## src/rtl/mcpc_consts.svh

```systemverilog
`ifndef MCPC_CONSTS_SVH
`define MCPC_CONSTS_SVH

// clock and timing
`define MCPC_CLK_MHZ          100
`define MCPC_ACT_TIMEOUT_NS   2000
`define MCPC_ACT_TIMEOUT_CYC  ((`MCPC_ACT_TIMEOUT_NS * `MCPC_CLK_MHZ + 999) / 1000)
`define MCPC_ACT_CNT_W        8

// register byte addresses
`define MCPC_ADDR_CTRL        4'h0
`define MCPC_ADDR_STAT        4'h4
`define MCPC_ADDR_IRQ_STAT    4'h8
`define MCPC_ADDR_IRQ_MASK    4'hC

// widths and reset values
`define MCPC_CTRL_W           13
`define MCPC_CTRL_RST         13'h0000
`define MCPC_IRQ_W            4
`define MCPC_IRQ_RST          4'h0
`define MCPC_NUM_LINES        4
`define MCPC_NUM_SYNC         35

// irq bit positions
`define MCPC_IRQ_VALID        0
`define MCPC_IRQ_FAILOVER     1
`define MCPC_IRQ_FS           2
`define MCPC_IRQ_REFUSED      3

// line indices: optical 1, optical 2, coaxial 1, coaxial 2
`define MCPC_LINE_OPT1        2'h0
`define MCPC_LINE_OPT2        2'h1
`define MCPC_LINE_COAX1       2'h2
`define MCPC_LINE_COAX2       2'h3

// channel format select codes
`define MCPC_CH_FOLLOW        2'h0
`define MCPC_CH_64            2'h1
`define MCPC_CH_56            2'h2

// max channel counts per rate
`define MCPC_MAXCH_SINGLE     7'h40
`define MCPC_MAXCH_DOUBLE     7'h20
`define MCPC_MAXCH_QUAD       7'h10

// output timing source codes
`define MCPC_OCLK_HOST        2'h0
`define MCPC_OCLK_STREAM      2'h1
`define MCPC_OCLK_WCLK        2'h2

`endif

```

## src/rtl/mcpc_pkg.sv

```systemverilog
package mcpc_pkg;

   typedef enum logic { mixed_media = 1'b0, same_media = 1'b1 } mcpc_mode_t;

   typedef enum logic { first_line_preferred = 1'b0, second_line_preferred = 1'b1 } mcpc_prio_t;

   typedef enum logic [1:0] {
      single_rate = 2'h0, double_rate = 2'h1, quad_rate = 2'h2, rate_rsvd = 2'h3
   } mcpc_rate_t;

   typedef enum logic [1:0] {
      follow_received_format = 2'h0, frame_96k = 2'h1, frame_48k = 2'h2, frame_rsvd = 2'h3
   } mcpc_frame_sel_t;

   typedef struct packed {
      logic [1:0]      out_ch;
      mcpc_frame_sel_t out_frame;
      logic            out_src_clk;
      logic            out_src_en;
      mcpc_rate_t      rate;
      logic            in_src_clk;
      logic            in_src_en;
      logic            split;
      mcpc_prio_t      prio;
      mcpc_mode_t      mode;
   } mcpc_ctrl_t;

   typedef struct packed {
      logic s1;
      logic s2;
   } mcpc_sync_st_t;

   typedef struct packed {
      logic       prev;
      logic [7:0] cnt;
      logic       active;
   } mcpc_act_st_t;

endpackage : mcpc_pkg

```

## src/rtl/mcpc_port_config.sv

```systemverilog
// How it works
// - mixed mode pairs optical with coaxial line
// - same mode pairs optical-optical, coaxial-coaxial
// - first priority prefers optical, or line 1
// - second priority prefers coaxial, or line 2
// - split copies inputs to same-type outputs
// - input converter clock: stream or word clock
// - report 48k/44.1k family, cleared without input
// - rate single/double/quad: 64/32/16 channels
// - report frame and channel format, cleared
// - output timing: host, stream or word clock, default host
// - output frame follow/96k/48k, default follow
// - output channels follow/64/56, default follow
// - switch off: dip settings, host control writes refused
`timescale 1ns/1ps
`default_nettype none
`include "mcpc_consts.svh"

module mcpc_port_config (
   input  wire logic                      clk_i,
   input  wire logic                      reset_n_i,
   input  wire logic                      wb_cyc_i,
   input  wire logic                      wb_stb_i,
   input  wire logic                      wb_we_i,
   input  wire logic [3:0]                wb_adr_i,
   input  wire logic [3:0]                wb_sel_i,
   input  wire logic [31:0]               wb_dat_i,
   output logic      [31:0]               wb_dat_o,
   output logic                           wb_ack_o,
   output logic                           irq_o,
   input  wire logic [`MCPC_NUM_LINES-1:0] line_clk_i,
   input  wire logic [`MCPC_NUM_LINES-1:0] line_lock_i,
   input  wire logic [`MCPC_NUM_LINES-1:0] line_fs48_i,
   input  wire logic [`MCPC_NUM_LINES-1:0] line_frame96_i,
   input  wire logic [`MCPC_NUM_LINES-1:0] line_ch56_i,
   input  wire logic                      wclk_i,
   input  wire logic                      host_ctrl_sw_i,
   input  wire logic [`MCPC_CTRL_W-1:0]   dip_cfg_i,
   output logic      [1:0]                pair_a_line_o,
   output logic      [1:0]                pair_b_line_o,
   output logic                           rx_valid_o,
   output logic                           rx_fs48_o,
   output logic                           rx_frame96_o,
   output logic                           rx_ch56_o,
   output logic                           split_en_o,
   output logic                           in_src_en_o,
   output logic                           in_src_clk_wclk_o,
   output logic      [1:0]                rate_o,
   output logic      [6:0]                max_channels_o,
   output logic      [1:0]                out_timing_o,
   output logic                           out_frame96_o,
   output logic                           out_ch56_o
);

   typedef struct packed {
      mcpc_pkg::mcpc_ctrl_t       ctrl;
      logic                       ack;
      logic [31:0]                rdata;
      logic [`MCPC_IRQ_W-1:0]     irq_stat;
      logic [`MCPC_IRQ_W-1:0]     irq_mask;
      logic [1:0]                 sel_a;
      logic [1:0]                 sel_b;
      logic                       rx_valid;
      logic                       fs48;
      logic                       frame96;
      logic                       ch56;
      logic [6:0]                 max_ch;
      logic [1:0]                 out_timing;
      logic                       out_frame96;
      logic                       out_ch56;
      mcpc_pkg::mcpc_ctrl_t       eff;
      logic [`MCPC_CTRL_W-1:0]    dip_prev;
      mcpc_pkg::mcpc_ctrl_t       dip_ok;
   } mcpc_main_st_t;

   mcpc_main_st_t st_q;
   mcpc_main_st_t st_d;

   // pin synchronisers
   logic [`MCPC_NUM_SYNC-1:0] raw_pins;
   logic [`MCPC_NUM_SYNC-1:0] sync_pins;

   assign raw_pins = {dip_cfg_i, host_ctrl_sw_i, wclk_i, line_ch56_i, line_frame96_i,
                      line_fs48_i, line_lock_i, line_clk_i};

   genvar gi;
   generate
      for (gi = 0; gi < `MCPC_NUM_SYNC; gi = gi + 1) begin : g_sync
         mcpc_sync u_sync (
            .clk_i     (clk_i),
            .reset_n_i (reset_n_i),
            .async_i   (raw_pins[gi]),
            .sync_o    (sync_pins[gi])
         );
      end
   endgenerate

   logic [`MCPC_NUM_LINES-1:0] clk_s;
   logic [`MCPC_NUM_LINES-1:0] lock_s;
   logic [`MCPC_NUM_LINES-1:0] fs48_s;
   logic [`MCPC_NUM_LINES-1:0] frame96_s;
   logic [`MCPC_NUM_LINES-1:0] ch56_s;
   logic                       wclk_s;
   logic                       host_ctrl_s;
   logic [`MCPC_CTRL_W-1:0]    dip_s;

   assign clk_s       = sync_pins[3:0];
   assign lock_s      = sync_pins[7:4];
   assign fs48_s      = sync_pins[11:8];
   assign frame96_s   = sync_pins[15:12];
   assign ch56_s      = sync_pins[19:16];
   assign wclk_s      = sync_pins[20];
   assign host_ctrl_s = sync_pins[21];
   assign dip_s       = sync_pins[34:22];

   // clock activity per line plus word clock
   logic [`MCPC_NUM_LINES:0] act;
   logic [`MCPC_NUM_LINES:0] act_lvl;

   // word clock rides as the top entry
   assign act_lvl = {wclk_s, clk_s};

   generate
      for (gi = 0; gi <= `MCPC_NUM_LINES; gi = gi + 1) begin : g_act
         mcpc_activity u_act (
            .clk_i     (clk_i),
            .reset_n_i (reset_n_i),
            .level_i   (act_lvl[gi]),
            .active_o  (act[gi])
         );
      end
   endgenerate

   logic [`MCPC_NUM_LINES-1:0] line_valid;
   logic                       wclk_valid;

   assign line_valid = lock_s & act[`MCPC_NUM_LINES-1:0];
   assign wclk_valid = act[`MCPC_NUM_LINES];

   // bus decode
   logic req;
   logic wr_commit;
   logic rd_commit;
   logic host_locked;

   assign req         = wb_cyc_i & wb_stb_i;
   assign wr_commit   = st_q.ack & req & wb_we_i;
   assign rd_commit   = st_q.ack & req & ~wb_we_i;
   assign host_locked = ~host_ctrl_s;

   // next-state variables
   mcpc_pkg::mcpc_ctrl_t eff;
   logic [1:0]           prim_a;
   logic [1:0]           part_a;
   logic [1:0]           prim_b;
   logic [1:0]           part_b;
   logic [1:0]           src;
   logic                 any_valid;
   logic [`MCPC_IRQ_W-1:0] irq_set;
   logic [`MCPC_IRQ_W-1:0] irq_clr;
   logic [31:0]          stat_word;
   logic                 in_ref_valid;

   always_comb begin
      st_d      = st_q;
      irq_set   = '0;
      irq_clr   = '0;

      // switch bank taken only once two samples agree
      st_d.dip_prev = dip_s;
      if (dip_s == st_q.dip_prev) begin
         st_d.dip_ok = mcpc_pkg::mcpc_ctrl_t'(dip_s);
      end

      eff = host_locked ? st_q.dip_ok : st_q.ctrl;

      // redundant pairs and preferred line of each
      if (eff.mode == mcpc_pkg::mixed_media) begin
         if (eff.prio == mcpc_pkg::first_line_preferred) begin
            prim_a = `MCPC_LINE_OPT1;
            part_a = `MCPC_LINE_COAX1;
            prim_b = `MCPC_LINE_OPT2;
            part_b = `MCPC_LINE_COAX2;
         end else begin
            prim_a = `MCPC_LINE_COAX1;
            part_a = `MCPC_LINE_OPT1;
            prim_b = `MCPC_LINE_COAX2;
            part_b = `MCPC_LINE_OPT2;
         end
      end else begin
         if (eff.prio == mcpc_pkg::first_line_preferred) begin
            prim_a = `MCPC_LINE_OPT1;
            part_a = `MCPC_LINE_OPT2;
            prim_b = `MCPC_LINE_COAX1;
            part_b = `MCPC_LINE_COAX2;
         end else begin
            prim_a = `MCPC_LINE_OPT2;
            part_a = `MCPC_LINE_OPT1;
            prim_b = `MCPC_LINE_COAX2;
            part_b = `MCPC_LINE_COAX1;
         end
      end

      // failover: partner only while it is valid and the preferred one is not
      st_d.sel_a = (!line_valid[prim_a] && line_valid[part_a]) ? part_a : prim_a;
      st_d.sel_b = (!line_valid[prim_b] && line_valid[part_b]) ? part_b : prim_b;

      any_valid     = line_valid[st_d.sel_a] | line_valid[st_d.sel_b];
      src           = line_valid[st_d.sel_a] ? st_d.sel_a : st_d.sel_b;
      st_d.rx_valid = any_valid;
      st_d.fs48     = any_valid & fs48_s[src];
      st_d.frame96  = any_valid & frame96_s[src];
      st_d.ch56     = any_valid & ch56_s[src];

      unique case (eff.rate)
         mcpc_pkg::single_rate: st_d.max_ch = `MCPC_MAXCH_SINGLE;
         mcpc_pkg::double_rate: st_d.max_ch = `MCPC_MAXCH_DOUBLE;
         mcpc_pkg::quad_rate:   st_d.max_ch = `MCPC_MAXCH_QUAD;
         default:               st_d.max_ch = `MCPC_MAXCH_SINGLE;
      endcase

      if (!eff.out_src_en) begin
         st_d.out_timing = `MCPC_OCLK_HOST;
      end else if (eff.out_src_clk) begin
         st_d.out_timing = `MCPC_OCLK_WCLK;
      end else begin
         st_d.out_timing = `MCPC_OCLK_STREAM;
      end

      unique case (eff.out_frame)
         mcpc_pkg::frame_96k: st_d.out_frame96 = 1'b1;
         mcpc_pkg::frame_48k: st_d.out_frame96 = 1'b0;
         default:             st_d.out_frame96 = st_d.frame96;
      endcase

      unique case (eff.out_ch)
         `MCPC_CH_64: st_d.out_ch56 = 1'b0;
         `MCPC_CH_56: st_d.out_ch56 = 1'b1;
         default:     st_d.out_ch56 = st_d.ch56;
      endcase

      st_d.eff = eff;

      // events
      if (st_d.rx_valid != st_q.rx_valid) begin
         irq_set[`MCPC_IRQ_VALID] = 1'b1;
      end
      if ((st_d.sel_a != st_q.sel_a) || (st_d.sel_b != st_q.sel_b)) begin
         irq_set[`MCPC_IRQ_FAILOVER] = 1'b1;
      end
      if (st_d.rx_valid && st_q.rx_valid && (st_d.fs48 != st_q.fs48)) begin
         irq_set[`MCPC_IRQ_FS] = 1'b1;
      end

      // register writes at the acknowledging edge
      if (wr_commit && (wb_adr_i == `MCPC_ADDR_CTRL)) begin
         if (host_locked) begin
            irq_set[`MCPC_IRQ_REFUSED] = 1'b1;
         end else begin
            if (wb_sel_i[0]) begin
               st_d.ctrl[7:0] = wb_dat_i[7:0];
            end
            if (wb_sel_i[1]) begin
               st_d.ctrl[12:8] = wb_dat_i[12:8];
            end
         end
      end
      if (wr_commit && (wb_adr_i == `MCPC_ADDR_IRQ_MASK) && wb_sel_i[0]) begin
         st_d.irq_mask = wb_dat_i[`MCPC_IRQ_W-1:0];
      end
      if (rd_commit && (wb_adr_i == `MCPC_ADDR_IRQ_STAT)) begin
         // clear only what this read returned
         irq_clr = st_q.rdata[`MCPC_IRQ_W-1:0];
      end

      // set wins over read-clear
      st_d.irq_stat = (st_q.irq_stat & ~irq_clr) | irq_set;

      // input converter reference present
      in_ref_valid = st_q.eff.in_src_clk ? wclk_valid : st_q.rx_valid;

      stat_word = {17'h0_0000,
                   in_ref_valid,
                   host_locked,
                   wclk_valid,
                   line_valid,
                   st_q.sel_b,
                   st_q.sel_a,
                   st_q.ch56,
                   st_q.frame96,
                   st_q.fs48,
                   st_q.rx_valid};

      // single-cycle answer, dropped the cycle after
      st_d.ack = req & ~st_q.ack;
      if (req && !st_q.ack) begin
         unique case (wb_adr_i)
            `MCPC_ADDR_CTRL:     st_d.rdata = {19'h0_0000, st_q.eff};
            `MCPC_ADDR_STAT:     st_d.rdata = stat_word;
            `MCPC_ADDR_IRQ_STAT: st_d.rdata = {28'h000_0000, st_q.irq_stat};
            `MCPC_ADDR_IRQ_MASK: st_d.rdata = {28'h000_0000, st_q.irq_mask};
            default:             st_d.rdata = 32'h0000_0000;
         endcase
      end else begin
         // data leaves the bus with ack
         st_d.rdata = 32'h0000_0000;
      end
   end

   always_ff @(posedge clk_i) begin
      if (!reset_n_i) begin
         st_q          <= '0;
         st_q.ctrl     <= `MCPC_CTRL_RST;
         st_q.eff      <= `MCPC_CTRL_RST;
         st_q.irq_stat <= `MCPC_IRQ_RST;
         st_q.irq_mask <= `MCPC_IRQ_RST;
         st_q.max_ch   <= `MCPC_MAXCH_SINGLE;
         st_q.dip_ok   <= `MCPC_CTRL_RST;
         // preferred lines of the reset pairing, so no false switch event
         st_q.sel_a    <= `MCPC_LINE_OPT1;
         st_q.sel_b    <= `MCPC_LINE_OPT2;
      end else begin
         st_q <= st_d;
      end
   end

   assign wb_dat_o          = st_q.rdata;
   assign wb_ack_o          = st_q.ack;
   assign irq_o             = |(st_q.irq_stat & st_q.irq_mask);
   assign pair_a_line_o     = st_q.sel_a;
   assign pair_b_line_o     = st_q.sel_b;
   assign rx_valid_o        = st_q.rx_valid;
   assign rx_fs48_o         = st_q.fs48;
   assign rx_frame96_o      = st_q.frame96;
   assign rx_ch56_o         = st_q.ch56;
   assign split_en_o        = st_q.eff.split;
   assign in_src_en_o       = st_q.eff.in_src_en;
   assign in_src_clk_wclk_o = st_q.eff.in_src_en & st_q.eff.in_src_clk;
   assign rate_o            = st_q.eff.rate;
   assign max_channels_o    = st_q.max_ch;
   assign out_timing_o      = st_q.out_timing;
   assign out_frame96_o     = st_q.out_frame96;
   assign out_ch56_o        = st_q.out_ch56;

endmodule : mcpc_port_config

`default_nettype wire

```

## src/rtl/mcpc_sync.sv

```systemverilog
`timescale 1ns/1ps
`default_nettype none

module mcpc_sync (
   input  wire logic clk_i,
   input  wire logic reset_n_i,
   input  wire logic async_i,
   output logic      sync_o
);

   mcpc_pkg::mcpc_sync_st_t st_q;
   mcpc_pkg::mcpc_sync_st_t st_d;

   always_comb begin
      st_d    = st_q;
      st_d.s1 = async_i;
      st_d.s2 = st_q.s1;
   end

   always_ff @(posedge clk_i) begin
      if (!reset_n_i) begin
         st_q <= '0;
      end else begin
         st_q <= st_d;
      end
   end

   assign sync_o = st_q.s2;

endmodule : mcpc_sync

`default_nettype wire

```

## src/rtl/mcpc_activity.sv

```systemverilog
`timescale 1ns/1ps
`default_nettype none
`include "mcpc_consts.svh"

module mcpc_activity (
   input  wire logic clk_i,
   input  wire logic reset_n_i,
   input  wire logic level_i,
   output logic      active_o
);

   localparam logic [`MCPC_ACT_CNT_W-1:0] TIMEOUT_LAST = `MCPC_ACT_CNT_W'(`MCPC_ACT_TIMEOUT_CYC - 1);

   mcpc_pkg::mcpc_act_st_t st_q;
   mcpc_pkg::mcpc_act_st_t st_d;

   // clock counts as running while rising edges come faster than the timeout
   always_comb begin
      st_d      = st_q;
      st_d.prev = level_i;
      if (level_i && !st_q.prev) begin
         st_d.cnt    = '0;
         st_d.active = 1'b1;
      end else if (st_q.cnt == TIMEOUT_LAST) begin
         st_d.active = 1'b0;
      end else begin
         st_d.cnt = st_q.cnt + 8'h01;
      end
   end

   always_ff @(posedge clk_i) begin
      if (!reset_n_i) begin
         st_q <= '0;
      end else begin
         st_q <= st_d;
      end
   end

   assign active_o = st_q.active;

endmodule : mcpc_activity

`default_nettype wire

```

## config.mk

```make
export PLATFORM = sky130hd
export DESIGN_NAME = mcpc_port_config
export DESIGN_NICKNAME = d
export VERILOG_FILES = /design/src/rtl/mcpc_pkg.sv /design/src/rtl/mcpc_port_config.sv /design/src/rtl/mcpc_sync.sv /design/src/rtl/mcpc_activity.sv
export VERILOG_INCLUDE_DIRS = /design/src /design/src/rtl
export SDC_FILE = /design/constraint.sdc
export NUM_CORES = 1
export LEC_CHECK = 0
export BUFFER_PORTS_ARGS = -buffer_cell sky130_fd_sc_hd__buf_2
export CAP_MARGIN = 20
export CORE_ASPECT_RATIO = 0.7
export CORE_MARGIN = 3
export CORE_UTILIZATION = 45
export DETAILED_ROUTE_END_ITERATION = 10
export GPL_TIMING_DRIVEN = 0
export PLACE_DENSITY = 0.66
export SYNTH_ARGS = -nofsm -noshare
export SYNTH_HDL_FRONTEND = slang
export SYNTH_HIERARCHICAL = 1
export SYNTH_SLANG_ARGS = --single-unit
```

## constraint.sdc

```tcl
create_clock -name clk_i -period 5.4 [get_ports clk_i]
set_input_delay 0.54 -clock clk_i [delete_from_list [all_inputs] [get_ports clk_i]]
set_output_delay 0.54 -clock clk_i [all_outputs]
set_load 0.1 [all_outputs]
```

==> results.md, run 1 <==
- The run finished with clean final reports.
- Setup slack on the critical path of the routed design comes to 2.967 ns.
- Across the VDD grid, the largest voltage drop is 218.9 uV.
- The total routing usage reported by global routing is 16.23%.
- The number of buffers added for setup after CTS is 0.
- The clock reaches the later pin of the worst-skew pair after 0.49 ns.
- The longest individual stage delay on the worst path is 0.63 ns.
- A synthesized cell averages 10.30 um^2.
- Clock tree synthesis inserted a total of 20 buffers.
- For this run, the leading register cell type out of synthesis is dfxtp_1.
- Of the total power, the clock network draws 42.0%.
- The post-route netlist has 22.01% of its cells at a drive strength greater than 1.
- The total of buffers placed on input and output ports is 95.
- For this run, the top clock speed supported by timing is 0.4110 GHz.
- For this configuration, the core starts out at a cell density of 46.51%.
- The type of the worst setup path is flip-flop to flip-flop.
- Summed over all cells, the static leakage comes to 0.004125 uW.
- In the routed layout, each cell is associated on average with a via count of around 4.8.
- The die area is 19620 um^2.
- The final hold violation count is 0.
- The first global-routing pass estimated 26620 um of wire.
- The remaining antenna violation count after routing is 0.
- For the finished layout, the period the worst path requires is 2.433 ns.
- The placer's final routability congestion estimate is 0.8484.
- The most common cell in the synthesized netlist is dfxtp_1.
- In the final design database the tool counted 1012 nets.
- The required time reported for the critical path endpoint is 5.76 ns.
- The critical path goes through and2_1, clkbuf_1, a21o_1, o31ai_1, a21oi_1, mux4_2, nand3_1, o211ai_1.
- Headroom to the max-slew limit came out at 51.02%.
- The clock edge transition at the registers on the reported setup and hold paths is 0.06 ns.
- The cell taking the most area after synthesis is dfxtp_1.
- The count of boundary I/O pins is 138.
- Adding up every negative setup slack in the final design gives 0 ns.
- Yosys printed 6 warnings.
- The first TritonRoute pass finished after 4 iterations.
- In this run the number of H-tree levels came out at 1.
- The total area inside the core boundary comes to 17370 um^2.
- In this run the power density over the cells is 335.6 nW/um^2.
- The half-perimeter wire length after placement is roughly 11000 um.
- The number of global-route vias before repair is about 5300.
- The met1 layer usage reported by global route is between 20 and 25%.
- The die is 118.1 um tall.
- Across the routed clock network, the largest skew measured is between 0.006 and 0.007 ns.
- The max-slew violation count is 0.
- By area the synthesized netlist is led by dfxtp_1 52%, and2_1 7.5%, mux2i_1 6.7%.
- The post-cts sizing count is 0.
- After detailed routing, the average wire length per cell comes to 13.69 um.
- Summing over every cut layer, the via total after detailed routing is 5565.
- The setup violation total in the final timing report is 0.
- From synthesis to final layout, the design area changed by 18.56%.
- The largest individual stage delay along the critical path comes from the cell mux4_2.
- The residual overflow from global routing is 0.
- The largest net degree at the start of global routing is 78.
- The sum of routed wire length over all layers is 15970 um.
- The critical path endpoint category is a flip-flop.
- The pin slew with the least headroom to its limit is 0.7287 ns.
- Setup repair after global routing left no endpoint under its margin.
- OpenSTA, run right after detailed placement, puts the worst setup slack at 2.561 ns.
- The number of rows in the core area is 40.
- Sequential cells were found to cover 52.29% of the synthesized design area.
- CTS saw ~210 sinks.
- The horizontal die dimension is 166.1 um.
- Global routing used 23.69% of the available met2 tracks.
- The portion of total power attributed to sequential cells is about half.
- In this run the most used layer during global routing was met1.
- The cell at the root of the clock tree is clkbuf_16.
- The gate count of the mapped netlist is 784.
- The first routing iteration left 359 violations.
- The initial antenna violation count is 0.
- The min-delay analysis places its worst path in the category primary input to flip-flop.
- In the routed design, unresolved DRC markers number 0.
- In this run switching power makes up 23.10% of total power.
- The final worst-path cycle share is between 40 and 50%.
- The area of the mapped netlist is 8078 um^2.
- The count of maximum capacitance violations is 0.
- The synthesized design devotes to its leading area cell type 52.29% of total area.
- The global-route met3 utilization is 3.625%.
- Internal power comes to roughly 2500 uW.
- After synthesis, the most frequently instantiated cells are 211 x dfxtp_1, 97 x and2_1, 59 x nor2_1.
- Of all nets on the critical path, the largest fanout is 8.
- The worst hold margin is around 0.25 ns.
- The clock tree from TritonCTS is built.
- Yosys mapped a number of flops with a built-in enable equal to 0.
- The number of inserted diodes is 0.
- The clock passes through at most 3 buffers.
- Synthesis inferred roughly 210 register bits.
- The async set-or-reset flop fraction in the synthesized netlist is 0%.
- The worst endpoint data arrival time is about 2.8 ns.
- Combinational cells account for 7.4% of the total power.
- The hold buffer count at CTS is 0.
- The startpoint type of the worst setup path is a flip-flop.
- Yosys mapped the design onto 53 distinct sky130hd cell types.
- In this run the power spent charging and discharging nets is 742.4 uW.
through the flow:
stage | cell area [um^2] | total power, uW | util (%) | instances
floorplan | 8153 | 1835 | - | 804
global placement | 8917 | 1893 | 51.35 | 1130
detailed placement | 8917 | 1896 | 51.35 | 1130
CTS | 9557 | 3246 | 55.03 | 1166
global route | 9577 | 3336 | 55.14 | 1167
finish | 9577 | 3214 | 55.14 | 1167
critical path, delay by kind of cell, from the launching register on:
| kind | cells | cell delay (ns) |
|---|---|---|
| compound gates | 4 | 0.76 |
| mux | 1 | 0.63 |
| flops | 1 | 0.32 |
| buf+inv | 1 | 0.35 |
| simple gates | 2 | 0.24 |
power by group through the flow:
stage                     logic [uW]  clock network [uW]  registers (uW)
after detailed placement         235                   0            1660
final                            237                1350            1630
after global placement           233                   0            1660
after CTS                        237                1380            1630
after floorplan                  175                   0            1660
after global routing             259                1450            1630
routing by layer:
layer | vias up | share of wire, %
met3 | 25 | 6.9
li1 | 2880 | -
met5 | - | 0
met4 | 0 | 2.1
met1 | 2498 | 51
met2 | 162 | 40
layout by cell type, fill, tap and decap left out, types with 14 or more instances in the layout:
master	count
dfxtp_1	211
and2_1	97
buf_2	96
nor2_1	59
mux2i_1	54
buf_4	47
nand2_1	44
nand3_1	30
a21oi_1	27
xor2_1	23
clkbuf_1	21
conb_1	21
clkbuf_16	21
a22oi_1	16
o21ai_0	15
or3_1	15
nand4_1	14
registers in the layout, summed over array words and instances (netlist names), 2 cells and up:
| name | cells |
|---|---|
| out_timing_o | 2 |
| max_channels_o | 3 |
| g_sync.u_sync/sync_o | 35 |
| pair_b_line_o | 2 |
| g_sync.u_sync/st_d | 35 |
| g_act.u_act/st_q | 45 |
| pair_a_line_o | 2 |
| rate_o | 2 |
| st_q | 56 |
| g_act.u_act/active_o | 5 |
| wb_dat_o | 15 |
final timing paths:
kind / startpoint / to / slack, ns / cells after the start
max: g_act[0].u_act/active_o / st_q[64] / 2.97 / 8
min: line_ch56_i[2] / g_sync[18].u_sync/st_d[0] / 0.25 / 2
max reg2reg: g_act[0].u_act/active_o / st_q[64] / 2.97 / 8
min reg2reg: g_sync[24].u_sync/st_d[0] / g_sync[24].u_sync/sync_o / 0.43 / 1
layout make-up:
type | instances | area (um^2)
fill | 1528 | 7790
sequential | 211 | 4224
multi-input combinational | 516 | 3447
clock buffer | 28 | 571.8
timing repair buffer | 96 | 495.5
buffer | 67 | 444.2
tap | 231 | 289.0
clock inverter | 8 | 67.56
inverter | 10 | 37.54
cell families after synthesis:
kind of cell,count (synthesis),share of synthesized area [%]
buf+inv,77,5.963
compound gates,81,6.630
fa+ha+maj,13,1.921
mux,62,8.132
other cells,1,0.04642
xor+xnor,32,3.470
simple gates,307,21.55
flops,211,52.29
(Power assumes the default switching activity.)
==> run 2: changes to the inputs <==
==> constraint.sdc (replaced) <==
create_clock -name clk_i -period 2.36 [get_ports clk_i]
set_input_delay 0.236 -clock clk_i [delete_from_list [all_inputs] [get_ports clk_i]]
set_output_delay 0.236 -clock clk_i [all_outputs]
set_load 0.1 [all_outputs]
==> run 2 against run 1 <==
Cell count is 3.3% higher. Clock power grew 130%. Count of clock-buffer cells in the layout did not move. Sequential power rose by 130%. Largest power group unchanged.
==> results.md, run 2 (synthesis gave the netlist of run 1 again) <==
- Outcome: finished clean (unchanged).
- The die area was 19620 um^2 (unchanged).
- The sum of routed wire length over all layers is 16350 um (was 15970 um).
- The wire length of the first global-routing pass is 27410 um (was 26620 um).
- The maximum clock frequency is 0.4513 GHz (was 0.4110 GHz).
- The final clock skew is 0.008087 ns (was 0.006465 ns).
- The largest net degree at the start of global routing is 78 (unchanged).
- The register containing the most flip-flops in the final layout is st_q (unchanged).
- The number of flip-flops in the largest register was 56 (unchanged).
- The post-layout utilization of the core came to 57.51% (was 55.14%).
- Top Registers: st_q x56, g_act.u_act/st_q x45 (unchanged).
- The critical path endpoint category was a flip-flop (unchanged).
- Setup repair after global routing missed its margin: no (unchanged).
- The die boundary height was 118.1 um (unchanged).
- The final hold violation count is 0 (unchanged).
- The level count of the clock H-tree came to 1 (unchanged).
- The remaining antenna violation count after routing was 0 (unchanged).
- The area added between synthesis and finish is 23.65% (was 18.56%).
- The cell area after placement is 8917 um^2 (unchanged).
- The layout cell share with drive strength beyond 1 was 21.64% (was 22.01%).
- The worst hold-check path type is primary input to flip-flop (unchanged).
- The maximum VDD drop is 509.5 uV (was 218.9 uV).
- The total routing usage reported by global routing came to 16.66% (was 16.23%).
- The detail-routed via count per cell came to 4.745 (was 4.769).
- The worst endpoint data arrival time is 2.63 ns (was 2.79 ns).
- The required time reported for the critical path endpoint is 2.77 ns (was 5.76 ns).
- The end of the worst register-to-register path is out_ch56_o (was st_q[64]).
- The count of boundary I/O pins is 138 (unchanged).
- The TritonCTS buffer count is 20 (unchanged).
- The total of buffers placed on input and output ports is 95 (unchanged).
- The cell at the root of the clock tree is clkbuf_16 (unchanged).
- The most frequent standard cell in the layout excluding fill and tap cells is dfxtp_1 (unchanged).
- The count of filler cells inserted in the layout is 1485 (was 1528).
- The startpoint type of the worst setup path is a flip-flop (unchanged).
- The worst slew slack as a fraction of its limit was 51.17% (was 51.02%).
- The core region area is 17370 um^2 (unchanged).
- The horizontal die dimension is 166.1 um (unchanged).
- The setup TNS after final layout is 0 ns (unchanged).
- The half-perimeter wire length after placement was 11490 um (unchanged).
- The final standard cell area without fillers is 9988 um^2 (was 9577 um^2).
- The maximum fanout along the worst path is 9 (was 8).
- The capture point of the critical path was out_ch56_o (was st_q[64]).
- The post-route minimum period is 2.216 ns (was 2.433 ns).
- The type of the worst setup path is flip-flop to flip-flop (unchanged).
- The final worst-path cycle share is 93.88% (was 45.06%).
- The max-slew violation count is 0 (unchanged).
- The DRC violations left was 0 (unchanged).
- The starting density of the core came to 46.51% (unchanged).
- The count of maximum capacitance violations is 0 (unchanged).
- The violation count after the first detailed-routing iteration is 389 (was 359).
- The pin slew with the least headroom to its limit was 0.7263 ns (was 0.7287 ns).
- The initial antenna violation count is 0 (unchanged).
- The number of global-route vias before repair is 5511 (was 5315).
- The setup violation total in the final timing report is 0 (unchanged).
- The placer's final routability congestion estimate came to 0.8484 (unchanged).
- The leakage dissipation came to 0.004296 uW (was 0.004125 uW).
- The power per cell area is 742.2 nW/um^2 (was 335.6 nW/um^2).
- The launching instance or port of the critical path is g_sync[21].u_sync/sync_o (was g_act[0].u_act/active_o).
- The reg-to-reg startpoint is g_sync[21].u_sync/sync_o (was g_act[0].u_act/active_o).
- The number of cell instances on the worst register-to-register path is 9 (was 8).
- The first-pass detailed-route iteration total is 5 (was 4).
- The number of rows in the core area came to 40 (unchanged).
- Commonest non-fill, non-tap cells in the layout: 211 x dfxtp_1, 97 x and2_1, 96 x buf_2 (unchanged).
- The clock edge transition at the registers on the reported setup and hold paths is 0.06 ns (about the same).
- The final net count is 1051 (was 1012).
- The clock tree from TritonCTS is built (unchanged).
- The per-cell routed wire length came to 13.55 um (was 13.69 um).
- The buffer depth of the longest clock path is 3 (unchanged).
- The via total after detailed routing was 5723 (was 5565).
- The residual overflow from global routing was 0 (unchanged).
- The number of inserted diodes was 0 (unchanged).
- The slack of the worst reg-to-reg path was 0.14 ns (was 2.97 ns).
- The total power came to 7413 uW (was 3214 uW).
- The clock latency of the later-clocked register in the worst-skew pair was 0.49 ns (about the same).
- The number of sinks driven by the clock tree is 211 (unchanged).
-- run 2: changes by cell type in the layout (fill, tap and decap cells not counted), sizes merged --
cell,change
dlygate4sd3,+38
buf,+2
clkbuf,-1
-- run 2: what timing repair did --
item,in CTS,in global routing
gates resized for setup,2,2
pin swaps,0,3
endpoints found under the setup margin,3,4
setup buffers,0,2
hold buffers,38,0
endpoints found under the hold margin,38,0
-- run 2: worst min-delay path by stage --
stage,startpoint,to,depth (start not counted)
3_5_place_dp,g_sync[32].u_sync/st_d[0],g_sync[32].u_sync/sync_o,1
3_3_place_gp,g_sync[1].u_sync/st_d[0],g_sync[1].u_sync/sync_o,1
6_report,line_fs48_i[0],g_sync[8].u_sync/st_d[0],2
5_1_grt,line_fs48_i[0],g_sync[8].u_sync/st_d[0],2
2_1_floorplan,line_clk_i[0],g_sync[0].u_sync/st_d[0],1
4_1_cts,line_fs48_i[0],g_sync[8].u_sync/st_d[0],2
-- run 2: layout make-up --
class / count / area, um^2 / share of cell area [%]
sequential: 211 / 4224 / 42.29
multi-input combinational: 516 / 3467 / 34.71
timing repair buffer: 136 / 890.9 / 8.919
clock buffer: 28 / 571.8 / 5.725
buffer: 66 / 440.4 / 4.409
tap: 231 / 289.0 / 2.894
clock inverter: 8 / 67.56 / 0.6764
inverter: 10 / 37.54 / 0.3758
-- run 2: stage by stage --
| step | setup slack, ns | std cells | hold WS, ns |
|---|---|---|---|
| detailed placement | -0.1750 | 1130 | 0.4179 |
| global route | 0.01100 | 1206 | 0.004691 |
| floorplan | 0.2642 | 804 | 0.3577 |
| CTS | 0.02706 | 1204 | 0.0008280 |
| finish | 0.1444 | 1206 | 0.009923 |
| global placement | -0.1838 | 1130 | 0.4141 |
-- run 2: per-layer routing --
| metal | part of all wire, % | routed length [um] | track usage, % | up-vias |
|---|---|---|---|---|
| li1 | - | - | - | 2955 |
| met1 | 51 | 8344 | 24.70 | 2580 |
| met2 | 40 | 6594 | 24.80 | 163 |
| met3 | 6.5 | 1068 | 3.525 | 25 |
| met4 | 2.1 | 338 | 4.000 | 0 |
| met5 | 0 | 0 | 0 | - |
-- run 2: where the power goes --
part,internal (uW),total (uW),switching [uW]
Clock,1810,3100,1290
Sequential,3660,3720,58.0
Combinational,229,594,365
Total,5700,7410,1720
-- run 2: worst max-delay path: stages (launching register included) --
cell      delay, ns
dfxtp_1        0.32
buf_6          0.15
mux2i_4        0.25
buf_6          0.16
o21ai_2        0.06
a311oi_2       0.32
o32ai_4        0.20
mux2i_1        0.17
mux2_2         0.34
o21ai_2        0.17
==> run 3: changes to the inputs <==
--- a/config.mk
+++ b/config.mk
@@ -6,6 +6,7 @@
 export SDC_FILE = /design/constraint.sdc
 export NUM_CORES = 1
 export LEC_CHECK = 0
+export ABC_AREA = 1
 export BUFFER_PORTS_ARGS = -buffer_cell sky130_fd_sc_hd__buf_2
 export CAP_MARGIN = 20
 export CORE_ASPECT_RATIO = 0.7
==> run 3 against run 2 <==
Non-clock buffer count is 4 higher. Design area is 5.2% higher. Sequential share of layout area is 2.1 points lower. Combinational power is 82% higher. Via count is 19% higher. Count of clock-buffer cells in the layout is 4 higher. Sequential cell count stayed put. Synthesized cell count is 39% higher. Critical endpoint is now out_frame96_o. Largest cell class unchanged. Largest power group unchanged.
==> results.md, run 3 <==
- The yosys synthesis warning count is 6 (unchanged).
- The sum of routed wire length over all layers is 17820 um (was 16350 um).
- The multi-input combinational cell area is 3217 um^2 (was 3467 um^2).
- The number of flops mapped to enable cells by yosys was 0 (unchanged).
- The slowest library cell on the worst path was dfxtp_2 (was mux2_2).
- The area added between synthesis and finish is 25.00% (was 23.65%).
- The final worst-path cycle share is 96.18% (was 93.88%).
- The level count of the clock H-tree came to 1 (unchanged).
- The DRC violations left was 0 (unchanged).
- The worst hold-check path type is primary input to flip-flop (unchanged).
- The placer's final routability congestion estimate was 0.8815 (was 0.8484).
- The number of synthesized register bits is 211 (unchanged).
- The number of cell instances on the worst register-to-register path was 18 (was 9).
- The count of boundary I/O pins is 138 (unchanged).
- The required time reported for the critical path endpoint was 2.79 ns (was 2.77 ns).
- The horizontal die dimension is 169.4 um (was 166.1 um).
- The count of maximum capacitance violations is 0 (unchanged).
- The pin slew with the least headroom to its limit came to 0.9163 ns (was 0.7263 ns).
- The number of sinks driven by the clock tree is 211 (unchanged).
- The max-slew violation count was 0 (unchanged).
- Commonest non-fill, non-tap cells in the layout: 251 x nand2_1, 209 x dfxtp_1, 190 x inv_1 (was 211 x dfxtp_1, 97 x and2_1, 96 x buf_2).
- The first-pass detailed-route iteration total is 5 (unchanged).
- The average instance area after synthesis is 7.706 um^2 (was 10.30 um^2).
- The total of buffers placed on input and output ports came to 95 (unchanged).
- The violation count after the first detailed-routing iteration is 371 (was 389).
- The core region area came to 18160 um^2 (was 17370 um^2).
- The clock latency of the later-clocked register in the worst-skew pair came to 0.49 ns (about the same).
- The global routing met2 resource utilization is 25.34% (was 24.80%).
- The launching instance or port of the critical path is g_sync[21].u_sync/sync_o (unchanged).
- The layout cell share with drive strength beyond 1 came to 19.24% (was 21.64%).
- The maximum VDD drop is 428.5 uV (was 509.5 uV).
- The total area of sequential cells is 4227 um^2 (was 4224 um^2).
- The async set-or-reset flop fraction in the synthesized netlist was 0% (unchanged).
- The gate count of the mapped netlist is 1091 (was 784).
- The unique cell type count in the Yosys netlist is 40 (was 53).
- The final clock skew was 0.01044 ns (was 0.008087 ns).
- The final hold violation count came to 0 (unchanged).
- The most used standard cell by instance count after synthesis is nand2_1 (was dfxtp_1).
- The highest-utilization routing layer at the global route stage is met1 (was met2).
- The detail-routed via count per cell was 4.465 (was 4.745).
- The half-perimeter wire length after placement is 12670 um (was 11490 um).
- The proportion of synthesized chip area in sequential cells came to 50.25% (was 52.29%).
- The critical path's top delay family was simple AND/OR/NAND/NOR gates (was multiplexers).
- The die boundary height is 120.4 um (was 118.1 um).
- Top Registers: st_q x56, g_act.u_act/st_q x45 (unchanged).
- The TritonCTS buffer count came to 20 (unchanged).
- The proportion of netlist area held by the largest area contributor is 50.25% (was 52.29%).
- The cell at the root of the clock tree is clkbuf_16 (unchanged).
- The sum of buffers and inverters on the critical path is 4 (was 2).
- The starting density of the core is 46.29% (was 46.51%).
- The leakage dissipation is 0.005339 uW (was 0.004296 uW).
- The global-route met3 utilization came to 3.072% (was 3.525%).
- Synth area leaders: dfxtp_1 50%, nand2_1 11%, inv_1 8.5% (was dfxtp_1 52%, and2_1 7.5%, mux2i_1 6.7%).
- Setup repair after global routing missed its margin: yes (was no).
- Outcome: finished clean (unchanged).
- The number of inserted diodes is 0 (unchanged).
- The critical path endpoint category is a flip-flop (unchanged).
- The via total after detailed routing is 6809 (was 5723).
- The area of the mapped netlist is 8407 um^2 (was 8078 um^2).
- The remaining antenna violation count after routing is 0 (unchanged).
- Most numerous cell types in the synthesized netlist: 256 x nand2_1, 211 x dfxtp_1, 190 x inv_1 (was 211 x dfxtp_1, 97 x and2_1, 59 x nor2_1).
- The startpoint type of the worst setup path is a flip-flop (unchanged).
- The end of the worst register-to-register path is out_frame96_o (was out_ch56_o).
- The slack of the worst reg-to-reg path came to 0.09 ns (was 0.14 ns).
- The post-layout utilization of the core is 57.87% (was 57.51%).
- The clock edge transition at the registers on the reported setup and hold paths is 0.07 ns (was 0.06 ns).
- The number of rows in the core area is 41 (was 40).
- The number of global-route vias before repair is 6123 (was 5511).
- The worst endpoint data arrival time came to 2.70 ns (was 2.63 ns).
- The clock tree from TritonCTS was built (unchanged).
- The largest net degree at the start of global routing came to 87 (was 78).
- The maximum clock frequency is 0.4405 GHz (was 0.4513 GHz).
- The total power is 8110 uW (was 7413 uW).
- The met1 layer usage reported by global route is 26.04% (was 24.70%).
- The maximum fanout along the worst path is 5 (was 9).
- The count of filler cells inserted in the layout is 1678 (was 1485).
- The initial antenna violation count was 0 (unchanged).
- The longest individual stage delay on the worst path was 0.32 ns (was 0.34 ns).
- The worst slew slack as a fraction of its limit is 38.44% (was 51.17%).
- The most frequent standard cell in the layout excluding fill and tap cells is nand2_1 (was dfxtp_1).
- The cell taking the most area after synthesis is dfxtp_1 (unchanged).
- The register containing the most flip-flops in the final layout is st_q (unchanged).
- The final standard cell area without fillers is 10510 um^2 (was 9988 um^2).
- The number of flip-flops in the largest register was 56 (unchanged).
- The wire length of the first global-routing pass is 29060 um (was 27410 um).
- The die area is 20380 um^2 (was 19620 um^2).
- The most common flop cell mapped by yosys is dfxtp_1 (unchanged).
- The buffer depth of the longest clock path is 3 (unchanged).
- The setup violation total in the final timing report is 0 (unchanged).
- The cell area after placement was 9256 um^2 (was 8917 um^2).
- The post-route minimum period is 2.270 ns (was 2.216 ns).
- The final net count was 1365 (was 1051).
- The residual overflow from global routing was 0 (unchanged).
- The capture point of the critical path is out_frame96_o (was out_ch56_o).
- Ordered cell list for the critical path: buf_6, clkinv_8, nand2_2, nand2_2, nor2_1, nand2_1, nand2_2, inv_2, o21ai_4, nand3_4, nand3_4, nand2_4, buf_2, a21oi_2, o21ai_2, a21oi_2, nand2_1, nand2_1 (was buf_6, mux2i_4, buf_6, o21ai_2, a311oi_2, o32ai_4, mux2i_1, mux2_2, o21ai_2).
- The depth of the critical timing path with buffers and inverters included is 18 (was 9).
- The per-cell routed wire length is 11.68 um (was 13.55 um).
- The total routing usage reported by global routing is 17.10% (was 16.66%).
- The type of the worst setup path is flip-flop to flip-flop (unchanged).
- The power per cell area is 771.7 nW/um^2 (was 742.2 nW/um^2).
- The reg-to-reg startpoint was g_sync[21].u_sync/sync_o (unchanged).
[run 3: cell types whose count changed after synthesis, sizes merged, moves of 39 or more]
| cell | change |
|---|---|
| mux2i | -54 |
| and2 | -97 |
| o21ai | +39 |
| a21oi | +44 |
| nand2 | +233 |
| inv | +188 |
[run 3: report_power, final]
group          leakage [uW]  switching, uW  internal, uW
Sequential          0.00172           97.1          3710
Clock              0.000329           1310          1910
Combinational       0.00329            730           349
Total               0.00534           2140          5970
[run 3: routing by layer]
metal  vias to the layer above  part of all wire, %
li1                       3647                    -
met1                      2995                   52
met2                       144                   41
met3                        23                  5.7
met4                         0                  1.4
met5                         -                    0
[run 3: timing repair]
action / in CTS / in global routing
hold buffers: 35 / 0
resized for setup: 0 / 30
setup endpoints to repair: 0 / 6
setup buffers: 0 / 12
hold endpoints to repair: 35 / 0
[run 3: cells by family after synthesis]
logic type	synth area share (%)
AOI/OAI and AO/OA	9.183
xor gates and xnor gates	2.084
adders and majority gates	1.488
buffers and inverters	13.98
DFF	50.25
muxes	0.1191
other	0.04461
and+or+nand+nor	22.86
[run 3: worst min-delay path, delay by kind of cell]
family	cells	cell delay (ns)
buf+inv	1	0.10
simple gates	2	0.14
[run 3: through the flow]
step | setup slack, ns | hold WS (ns) | TNS, ns | instances
after floorplan | 0.3096 | 0.3295 | 0 | 1111
after global placement | -0.4674 | 0.3934 | -14.81 | 1442
after detailed placement | -0.04091 | 0.3953 | -0.1108 | 1442
after CTS | 0.03403 | 0.01009 | 0 | 1513
after global routing | -0.08252 | 0.02568 | -0.2897 | 1525
final | 0.09009 | 0.02675 | 0 | 1525
[run 3: how the worst min path moves through the flow]
stage,start,end,slack (ns),cells after the start
4_1_cts,wb_dat_i[0],st_q[58],0.01,3
5_1_grt,wb_dat_i[0],st_q[58],0.03,3
6_report,wb_dat_i[0],st_q[58],0.03,3
2_1_floorplan,line_clk_i[0],g_sync[0].u_sync/st_d[0],0.33,2
3_3_place_gp,g_sync[30].u_sync/st_d[0],g_sync[30].u_sync/sync_o,0.39,2
3_5_place_dp,g_sync[31].u_sync/st_d[0],g_sync[31].u_sync/sync_o,0.40,2
[run 3: final cells by class]
cell class / instances / area share, %
clock buffers: 32 / 5.870
inverters: 198 / 7.239
repair buffers: 142 / 8.715
plain buffers: 64 / 4.036
multi-input cells: 638 / 30.61
clock inverters: 4 / 0.5001
well taps: 236 / 2.810
flip-flops and latches: 211 / 40.22
